===== src/hw/bfcs_consts.svh =====
`ifndef BFCS_CONSTS_SVH
`define BFCS_CONSTS_SVH
// Byte offsets on the register bus.
`define BFCS_OFF_BASE 5'h00
`define BFCS_OFF_OPT 5'h04
`define BFCS_OFF_CTRL 5'h08
`define BFCS_OFF_STAT 5'h0c
`define BFCS_OFF_BUF 5'h10
// Option word fields, held LSB-first; MSB-first bit n sits at word bit 31-n.
`define BFCS_MASK_HI 31
`define BFCS_MASK_LO 15
`define BFCS_AT_HI 14
`define BFCS_AT_LO 12
`define BFCS_SELECT_NEGATION_TIMING 11
`define BFCS_ACS_HI 10
`define BFCS_ACS_LO 9
`define BFCS_EXTRA_TURNAROUND_CYCLE 8
`define BFCS_SCY_HI 7
`define BFCS_SCY_LO 4
`define BFCS_BEAT_WAIT_COUNT_HI 3
`define BFCS_BEAT_WAIT_COUNT_LO 1
`define BFCS_RELAXED_TIMING 0
// Base word fields.
`define BFCS_BI 1
`define BFCS_VALID 0
// Control and status bits.
`define BFCS_CTRL_TOGGLE 0
`define BFCS_ST_BUSY 0
`define BFCS_ST_SYNC 1
`define BFCS_ST_PEND 2
// Reset values: boot with every address matched and the longest first access.
`define BFCS_BOOT_WAITS 4'hf
`define BFCS_OPT_RST {24'h000000, `BFCS_BOOT_WAITS, 4'h0}
`define BFCS_BASE_RST 32'h00000003
// Flash mode toggle command and beats per burst.
`define BFCS_TOGGLE_CMD 8'h60
`define BFCS_BEATS 4
`endif


===== src/hw/bfcs_pkg.sv =====
package bfcs_pkg;
  typedef enum logic [2:0] {st_idle, st_turn, st_setup, st_lead, st_beat, st_neg} bfcs_state_e;
  typedef logic [31:0] bfcs_word_t;
  typedef logic [2:0] bfcs_atype_t;
endpackage : bfcs_pkg


===== src/hw/bfcs_bank.sv =====
// Chosen here: the placing of the registers and register access over Avalon-MM.
`timescale 1ns/10ps
`include "bfcs_consts.svh"
module bfcs_bank #(
  parameter int BEATS = `BFCS_BEATS
) (
  // Clock, reset, enable
  input wire logic i_mclk,
  input wire logic i_reset,
  input wire logic i_ce,
  // Register bus
  input wire logic [4:0] i_av_address,
  input wire logic i_av_read,
  input wire logic i_av_write,
  input wire bfcs_pkg::bfcs_word_t i_av_writedata,
  input wire logic [3:0] i_av_byteenable,
  output bfcs_pkg::bfcs_word_t o_av_readdata,
  output logic o_av_waitrequest,
  // Access request from the core
  input wire logic i_acc_req,
  input wire bfcs_pkg::bfcs_word_t i_acc_addr,
  input wire bfcs_pkg::bfcs_atype_t i_acc_type,
  input wire logic i_acc_write,
  input wire logic i_acc_burst,
  input wire bfcs_pkg::bfcs_word_t i_acc_wdata,
  input wire logic i_prev_other_bank,
  output logic o_acc_ack,
  output logic o_acc_miss,
  output logic o_acc_valid,
  output bfcs_pkg::bfcs_word_t o_acc_rdata,
  // Flash pins
  output bfcs_pkg::bfcs_word_t o_addr,
  output logic o_ts_n,
  output logic o_cs_n,
  output logic o_oe_n,
  output logic o_we_n,
  output logic o_burst_in_progress_n,
  input wire bfcs_pkg::bfcs_word_t i_data,
  output bfcs_pkg::bfcs_word_t o_data,
  output logic o_data_oe_n
);
  import bfcs_pkg::*;

  localparam int BW = (BEATS > 1) ? $clog2(BEATS) : 1;

  function automatic logic bfcs_hit(input bfcs_word_t a, input bfcs_atype_t t,
                                    input bfcs_word_t b, input bfcs_word_t o);
    logic [16:0] m;
    m = o[`BFCS_MASK_HI:`BFCS_MASK_LO];
    bfcs_hit = b[`BFCS_VALID]
      && (((a[`BFCS_MASK_HI:`BFCS_MASK_LO] ^ b[`BFCS_MASK_HI:`BFCS_MASK_LO]) & m) == 17'h0)
      && (((t ^ b[`BFCS_AT_HI:`BFCS_AT_LO]) & o[`BFCS_AT_HI:`BFCS_AT_LO]) == 3'h0);
  endfunction : bfcs_hit

  function automatic bfcs_word_t bfcs_merge(input bfcs_word_t old, input bfcs_word_t wd,
                                           input logic [3:0] be);
    for (int k = 0; k < 4; k++) begin
      bfcs_merge[8*k +: 8] = be[k] ? wd[8*k +: 8] : old[8*k +: 8];
    end
  endfunction : bfcs_merge

  bfcs_word_t base_q, opt_q, op_addr_q, op_addr_d, op_wdata_q, op_wdata_d, buf_rd;
  bfcs_state_e state_q, state_d;
  logic [3:0] wcnt_q, wcnt_d, access_wait_count;
  logic [2:0] beat_wait_count;
  logic [BW-1:0] beat_q, beat_d;
  logic op_wr_q, op_wr_d, op_burst_q, op_burst_d, op_cmd_q, op_cmd_d;
  logic sync_q, cmd_pend_q, ph_q;
  logic hit_now, start, accept, capture, done, slow_neg, need_setup, bus_d, ts_d, miss_d;
  logic av_req, av_take, ctrl_wr;

  assign access_wait_count = opt_q[`BFCS_SCY_HI:`BFCS_SCY_LO];
  assign beat_wait_count = opt_q[`BFCS_BEAT_WAIT_COUNT_HI:`BFCS_BEAT_WAIT_COUNT_LO];
  assign slow_neg = opt_q[`BFCS_SELECT_NEGATION_TIMING] | opt_q[`BFCS_RELAXED_TIMING];
  assign need_setup = (opt_q[`BFCS_ACS_HI:`BFCS_ACS_LO] != 2'h0) | opt_q[`BFCS_RELAXED_TIMING];
  assign hit_now = bfcs_hit(i_acc_addr, i_acc_type, base_q, opt_q);
  // A held request is not taken again while its own answer is still showing.
  assign start = !o_acc_ack && !o_acc_miss && (cmd_pend_q || (i_acc_req && hit_now));
  assign miss_d = (state_q == st_idle) && i_acc_req && !hit_now && !cmd_pend_q
    && !o_acc_ack && !o_acc_miss;

  // Register bus: answer two cycles after the request rises.
  assign av_req = i_av_read | i_av_write;
  assign av_take = av_req && !o_av_waitrequest;
  assign ctrl_wr = av_take && i_av_write && (i_av_address == `BFCS_OFF_CTRL)
    && i_av_byteenable[0] && i_av_writedata[`BFCS_CTRL_TOGGLE];

  always_ff @(posedge i_mclk or posedge i_reset) begin
    if (i_reset) begin
      o_av_waitrequest <= 1'b1;
      ph_q <= 1'b0;
      o_av_readdata <= '0;
    end else if (i_ce) begin
      if (!o_av_waitrequest) begin
        o_av_waitrequest <= 1'b1;
        ph_q <= 1'b0;
      end else if (av_req && ph_q) begin
        o_av_waitrequest <= 1'b0;
        ph_q <= 1'b0;
        case (i_av_address)
          `BFCS_OFF_BASE: o_av_readdata <= base_q;
          `BFCS_OFF_OPT: o_av_readdata <= opt_q;
          `BFCS_OFF_STAT: o_av_readdata <= {29'h0, cmd_pend_q, sync_q, state_q != st_idle};
          default: o_av_readdata <= (i_av_address[4]) ? buf_rd : 32'h0;
        endcase
      end else if (av_req) begin
        ph_q <= 1'b1;
      end
    end
  end

  // Configuration registers; the option reset gives the long boot access.
  always_ff @(posedge i_mclk or posedge i_reset) begin
    if (i_reset) begin
      base_q <= `BFCS_BASE_RST;
      opt_q <= `BFCS_OPT_RST;
    end else if (i_ce && av_take && i_av_write) begin
      if (i_av_address == `BFCS_OFF_BASE) begin
        base_q <= bfcs_merge(base_q, i_av_writedata, i_av_byteenable);
      end
      if (i_av_address == `BFCS_OFF_OPT) begin
        opt_q <= bfcs_merge(opt_q, i_av_writedata, i_av_byteenable);
      end
    end
  end

  // Flash mode tracking; a new software request wins over the issue clearing it.
  always_ff @(posedge i_mclk or posedge i_reset) begin
    if (i_reset) begin
      cmd_pend_q <= 1'b0;
      sync_q <= 1'b0;
    end else if (i_ce) begin
      cmd_pend_q <= ctrl_wr | (cmd_pend_q & ~(accept & op_cmd_d));
      if (done && op_cmd_q) begin
        sync_q <= ~sync_q;
      end
    end
  end

  // Access sequencer.
  always_comb begin
    state_d = state_q;
    wcnt_d = wcnt_q;
    beat_d = beat_q;
    accept = 1'b0;
    capture = 1'b0;
    done = 1'b0;
    case (state_q)
      st_idle: begin
        if (start) begin
          accept = 1'b1;
          wcnt_d = 4'h0;
          beat_d = '0;
          if (opt_q[`BFCS_EXTRA_TURNAROUND_CYCLE] && i_prev_other_bank) begin
            state_d = st_turn;
          end else begin
            state_d = need_setup ? st_setup : st_lead;
          end
        end
      end
      st_turn: state_d = need_setup ? st_setup : st_lead;
      st_setup: state_d = st_lead;
      st_lead: begin
        if (wcnt_q == access_wait_count) begin
          capture = !op_wr_q;
          wcnt_d = 4'h0;
          beat_d = BW'(1);
          if (op_burst_q) begin
            state_d = st_beat;
          end else if (slow_neg) begin
            state_d = st_neg;
          end else begin
            state_d = st_idle;
            done = 1'b1;
          end
        end else begin
          wcnt_d = wcnt_q + 4'h1;
        end
      end
      st_beat: begin
        if (wcnt_q == {1'b0, beat_wait_count}) begin
          capture = 1'b1;
          wcnt_d = 4'h0;
          beat_d = beat_q + BW'(1);
          if (beat_q == BW'(BEATS - 1)) begin
            if (slow_neg) begin
              state_d = st_neg;
            end else begin
              state_d = st_idle;
              done = 1'b1;
            end
          end
        end else begin
          wcnt_d = wcnt_q + 4'h1;
        end
      end
      st_neg: begin
        state_d = st_idle;
        done = 1'b1;
      end
      default: state_d = st_idle;
    endcase
  end

  always_comb begin
    op_cmd_d = op_cmd_q;
    op_wr_d = op_wr_q;
    op_burst_d = op_burst_q;
    op_addr_d = op_addr_q;
    op_wdata_d = op_wdata_q;
    if (accept) begin
      op_cmd_d = cmd_pend_q;
      op_wr_d = cmd_pend_q | i_acc_write;
      // Bursts only once the flash is in synchronous mode and not inhibited.
      op_burst_d = !cmd_pend_q && !i_acc_write && i_acc_burst && sync_q
        && !base_q[`BFCS_BI];
      op_addr_d = cmd_pend_q ? {base_q[`BFCS_MASK_HI:`BFCS_MASK_LO], 15'h0} : i_acc_addr;
      op_wdata_d = cmd_pend_q ? {24'h0, `BFCS_TOGGLE_CMD} : i_acc_wdata;
    end
  end

  always_ff @(posedge i_mclk or posedge i_reset) begin
    if (i_reset) begin
      state_q <= st_idle;
      wcnt_q <= 4'h0;
      beat_q <= '0;
      op_cmd_q <= 1'b0;
      op_wr_q <= 1'b0;
      op_burst_q <= 1'b0;
      op_addr_q <= '0;
      op_wdata_q <= '0;
    end else if (i_ce) begin
      state_q <= state_d;
      wcnt_q <= wcnt_d;
      beat_q <= beat_d;
      op_cmd_q <= op_cmd_d;
      op_wr_q <= op_wr_d;
      op_burst_q <= op_burst_d;
      op_addr_q <= op_addr_d;
      op_wdata_q <= op_wdata_d;
    end
  end

  // Pins are registered from the next state so they move with the state.
  assign bus_d = (state_d == st_lead) || (state_d == st_beat);
  assign ts_d = (state_d == st_setup)
    || ((state_d == st_lead) && (state_q != st_lead) && (state_q != st_setup));

  always_ff @(posedge i_mclk or posedge i_reset) begin
    if (i_reset) begin
      o_addr <= '0;
      o_ts_n <= 1'b1;
      o_cs_n <= 1'b1;
      o_oe_n <= 1'b1;
      o_we_n <= 1'b1;
      o_burst_in_progress_n <= 1'b1;
      o_data <= '0;
      o_data_oe_n <= 1'b1;
    end else if (i_ce) begin
      o_addr <= op_addr_d;
      o_ts_n <= !ts_d;
      o_cs_n <= !bus_d;
      o_oe_n <= !(bus_d && !op_wr_d);
      // Write enable waits one cycle so the address is latched first.
      o_we_n <= !((state_d == st_lead) && (state_q == st_lead) && op_wr_q);
      o_burst_in_progress_n <= !(bus_d && op_burst_d);
      o_data <= op_wdata_d;
      o_data_oe_n <= !(bus_d && op_wr_d);
    end
  end

  // Answers to the core.
  always_ff @(posedge i_mclk or posedge i_reset) begin
    if (i_reset) begin
      o_acc_ack <= 1'b0;
      o_acc_miss <= 1'b0;
      o_acc_valid <= 1'b0;
      o_acc_rdata <= '0;
    end else if (i_ce) begin
      o_acc_ack <= done && !op_cmd_q;
      o_acc_miss <= miss_d;
      o_acc_valid <= capture;
      if (capture) begin
        o_acc_rdata <= i_data;
      end
    end
  end

  // Captured beats stay readable over the register bus for debug; a single read overwrites entry 0.
  bfcs_beat_buf #(.WIDTH(32), .DEPTH(BEATS), .AW(BW)) u_buf (
    .i_mclk(i_mclk),
    .i_reset(i_reset),
    .i_ce(i_ce),
    .i_wr_en(capture),
    .i_wr_idx(beat_q),
    .i_wr_data(i_data),
    .i_rd_idx(i_av_address[BW+1:2]),
    .o_rd_data(buf_rd)
  );

  // Checking helpers.
  logic [4:0] lat_h, gap_h;
  logic [3:0] vcnt_h;
  always_ff @(posedge i_mclk or posedge i_reset) begin
    if (i_reset) begin
      lat_h <= 5'h0;
      gap_h <= 5'h0;
      vcnt_h <= 4'h0;
    end else if (i_ce) begin
      lat_h <= !o_ts_n ? 5'h0 : ((lat_h == 5'h1f) ? lat_h : lat_h + 5'h1);
      gap_h <= o_acc_valid ? 5'h0 : ((gap_h == 5'h1f) ? gap_h : gap_h + 5'h1);
      vcnt_h <= !o_ts_n ? 4'h0 : (o_acc_valid ? vcnt_h + 4'h1 : vcnt_h);
    end
  end
endmodule : bfcs_bank


===== src/hw/bfcs_beat_buf.sv =====
`timescale 1ns/10ps
module bfcs_beat_buf #(
  parameter int WIDTH = 32,
  parameter int DEPTH = 4,
  parameter int AW = 2
) (
  // Clock and reset
  input wire logic i_mclk,
  input wire logic i_reset,
  input wire logic i_ce,
  // Write side
  input wire logic i_wr_en,
  input wire logic [AW-1:0] i_wr_idx,
  input wire logic [WIDTH-1:0] i_wr_data,
  // Read side
  input wire logic [AW-1:0] i_rd_idx,
  output logic [WIDTH-1:0] o_rd_data
);
  logic [WIDTH-1:0] mem [DEPTH];

  always_ff @(posedge i_mclk) begin
    if (i_ce && i_wr_en) begin
      mem[i_wr_idx] <= i_wr_data;
    end
  end

  always_ff @(posedge i_mclk or posedge i_reset) begin
    if (i_reset) begin
      o_rd_data <= '0;
    end else if (i_ce) begin
      o_rd_data <= mem[i_rd_idx];
    end
  end
endmodule : bfcs_beat_buf


===== config.mk =====
export PLATFORM = sky130hd
export DESIGN_NAME = bfcs_bank
export DESIGN_NICKNAME = d
export VERILOG_FILES = /design/src/hw/bfcs_pkg.sv /design/src/hw/bfcs_bank.sv /design/src/hw/bfcs_beat_buf.sv
export VERILOG_INCLUDE_DIRS = /design/src /design/src/hw
export SDC_FILE = /design/constraint.sdc
export NUM_CORES = 1
export LEC_CHECK = 0
export BUFFER_PORTS_ARGS = -buffer_cell sky130_fd_sc_hd__buf_2
export CORE_UTILIZATION = 50
export CTS_BUF_LIST = sky130_fd_sc_hd__clkbuf_2 sky130_fd_sc_hd__clkbuf_4 sky130_fd_sc_hd__clkbuf_8
export CTS_CLUSTER_DIAMETER = 30
export DETAILED_ROUTE_END_ITERATION = 10
export GPL_ROUTABILITY_DRIVEN = 0
export GPL_TIMING_DRIVEN = 0
export PLACE_DENSITY = 0.79
export SLEW_MARGIN = 15
export SYNTH_ARGS = -nofsm -noshare
export SYNTH_HDL_FRONTEND = slang
export SYNTH_SLANG_ARGS = --single-unit

===== constraint.sdc =====
create_clock -name i_mclk -period 9 [get_ports i_mclk]
set_input_delay 1.8 -clock i_mclk [delete_from_list [all_inputs] [get_ports i_mclk]]
set_output_delay 1.8 -clock i_mclk [all_outputs]
set_load 0.01 [all_outputs]

==> results.yml <==
final_layout:
  final_area_sq_mm: 0.0194
  layout-drive-gt1-share: 0.410
  final_util: 0.647
  stdcell_count: 1930
  syn2layout_area_growth_pct: 25.9
  multi_input_area_sq_mm: 0.00507
  fillers: 2170
  layout.nets: 1620
  seq_area_sq_mm: 0.0101
critical_path:
  cp_cell_sequence: "clkbuf_1 -> nor3_1 -> nand2_1 -> nor2_1 -> clkbuf_1 -> a222oi_1 -> o21ai_0"
  path_buf_inv: 2
  start_kind: "primary input"
  cp.required_ns: 9.51
  critical_path_class: "primary input to register"
  crit_family: "simple AND/OR/NAND/NOR gates"
  critPathMaxFanout: 10
  cp.arrival_ns: 4.68
  path_common_cell: "clkbuf_1"
  critPathMaxStageDelay_ns: 0.69
  endpoint_kind: "register"
  worst_path_max_delay_cell: "nor3_1"
floorplan:
  die-area_sq_mm: 0.0316
  core-area_sq_mm: 0.0300
  start_util: 0.514
  pin_count: 287
  dieWidth_um: 178
  die_y_um: 178
  std_cell_rows: 63
placement:
  dpl-instance-area_sq_mm: 0.0175
  post-dp-hpwl_mm: 30.3
  dp.cells: 1776
  portBuffers: 283
timing:
  period_needed_ns: 4.16
  hold_slack_ns: 0.469
  timing.fmax_mhz: 240
  setup_violations: 0
  slew_violations: 0
  clock_skew_ns: 0.0362
  fin_crit_sh: 0.463
  rsz0062_at_grt: "no"
  hold_viol_final: 0
  tightest_slew_ns: 0.898
  max-slew-margin-rel: 0.401
clock_tree:
  clockRootBuffer: "clkbuf_8"
  cts_resized: 0
  ctsHoldBuffers: 0
  numCtsBuffers: 78
  clk-insertion-delay-late_ns: 0.61
  htree_levels: 3
  clockBufferDepth: 3
  clk_pin_slew_worst_paths_ns: 0.05
  cts_tree: "done"
  cts_sinks: 377
  post_cts_buffers: 0
drt:
  firstDrtPassIters: 8
  drtIter0Drc: 793
  drc: 0
  wirelength_mm: 42.0
  via_count: 10850
  via_per_inst: 5.62
  final_antenna_net_count: 0
  post_drt_wl_per_cell_um: 21.8
grt:
  grt_max_degree: 106
  grt_pass1_vias: 11349
  grt_pass1_wl_mm: 63.9
  grt_usage: 0.272
  antenna_found_initial: 12
  grt-ovfl-total: 0
synth:
  ys_seq_elements: 377
  ys.flop_type: "dfrtp_1"
  synth_edf_count: 128
  synth-async-reset-ratio: 0.660
  synth_cell_type_count: 56
  syn_area_per_cell_sq_um: 14.1
  synth-seq-area-share: 0.654
  synth_nets: 1251
  synthesis.area_sq_mm: 0.0154
  yosys_warnings: 0
  syn_inst: 1097
pwr:
  fin_total_pwr_uw: 5050
  leakagePower_uw: 0.00867
  vdd_drop_max_mv: 0.202
  powerDensity_mw_per_mm2: 260
run:
  drv_cap: 0
hold_path:
  min_path_type: "register to register"
outcome:
  outcome: "finished clean"
[cell usage after synthesis (11+ instances only)]
cell type,instances,area share
dfrtp_1,236,0.38
mux2_2,129,0.094
edfxtp_1,128,0.25
nand2_1,123,0.030
o21ai_0,107,0.035
clkbuf_1,48,0.012
nand2b_1,48,0.019
nor2_1,34,0.0083
a222oi_1,32,0.021
mux4_2,32,0.047
xor2_1,23,0.013
mux2i_1,19,0.012
dfstp_2,13,0.022
inv_1,13,0.0032
nand3_1,11,0.0036
[cell families after synthesis]
logic type	share of synthesized area
fa+ha+maj	0.00405
simple gates	0.0757
xor+xnor	0.0159
mux	0.154
flops	0.654
buf+inv	0.0202
compound gates	0.0766
[cell type report]
| class | count | area share |
|---|---|---|
| sequential | 377 | 0.519 |
| multi-input combinational | 644 | 0.261 |
| timing repair buffer | 289 | 0.0814 |
| clock buffer | 101 | 0.0673 |
| clock inverter | 43 | 0.0285 |
| tap | 390 | 0.0251 |
| buffer | 63 | 0.0135 |
| inverter | 13 | 0.00290 |
| antenna | 10 | 0.00129 |
[cells in the final DEF, fill, tap and decap left out, types with 6 or more instances in the layout]
| master | count |
|---|---|
| a21oi_1 | 6 |
| o21ai_0 | 107 |
| clkinvlp_4 | 10 |
| bufinv_16 | 11 |
| clkbuf_8 | 88 |
| clkinv_4 | 6 |
| clkbuf_1 | 48 |
| nand3_1 | 11 |
| edfxtp_1 | 128 |
| dfstp_2 | 13 |
| mux4_2 | 32 |
| nor2_1 | 30 |
| diode_2 | 10 |
| a22oi_1 | 8 |
| dfrtp_1 | 236 |
| buf_2 | 292 |
| a222oi_1 | 32 |
| clkbuf_4 | 13 |
| xor2_1 | 23 |
| mux2_2 | 129 |
| clkinv_2 | 8 |
| nand2b_1 | 48 |
| nand2_1 | 123 |
| mux2i_1 | 19 |
| buf_16 | 6 |
| inv_1 | 12 |
| nor3_1 | 6 |
[metal layers]
layer  GRT usage  up-vias  share of wire
li1            -     4825              -
met1       0.323     5398           0.38
met2       0.444      526           0.47
met3      0.0900       97           0.10
met4       0.137        4          0.040
met5           0        -        0.00052
[where the power goes]
group | internal [uW] | leakage (uW) | total, uW | switching (uW)
clock network | 1290 | 0.000931 | 2070 | 785
registers | 2020 | 0.00440 | 2160 | 145
logic | 356 | 0.00334 | 817 | 461
total | 3660 | 0.00867 | 5050 | 1390
[worst paths after layout]
path	start	slack (ns)	endpoint	cells past startpoint
worst max-delay path	i_av_address[4]	4.84	o_av_readdata[23]	7
worst min-delay path	o_data[22]	0.47	o_data[22]	2
worst max register to register	wcnt_q[2]	5.83	u_buf.mem[3][24]	7
worst min register to register	o_data[22]	0.47	o_data[22]	2
max in group asynchronous	i_reset	6.96	opt_q[6]	3
min in group asynchronous	i_reset	1.18	o_av_readdata[25]	2
[worst reg2reg max path: cells and delay by family, from the launching register on]
family | cells | cell delay (ns)
and+or+nand+nor | 3 | 1.33
buffers and inverters | 2 | 0.63
DFF | 1 | 0.45
AOI/OAI and AO/OA | 1 | 0.29
xor gates and xnor gates | 1 | 0.18
[flip-flops by register name, summed over array words and instances (netlist names), 2 cells and up, named ones only]
signal and flops:
u_buf.o_rd_data 32, beat_q 2, state_q 3, o_data 32
o_addr 32, u_buf.mem 128, wcnt_q 4, o_av_readdata 32
base_q 32, opt_q 32, o_acc_rdata 32
[per-stage QoR]
| stage | setup TNS, ns | worst slack [ns] |
|---|---|---|
| finish | 0 | 4.84 |
| global placement | -538.28 | -2.31 |
| detailed placement | 0 | 4.29 |
| global route | 0 | 4.66 |
| CTS | 0 | 4.90 |
| floorplan | 0 | 0.378 |
No activity file was read; power rests on OpenSTA's default activity.
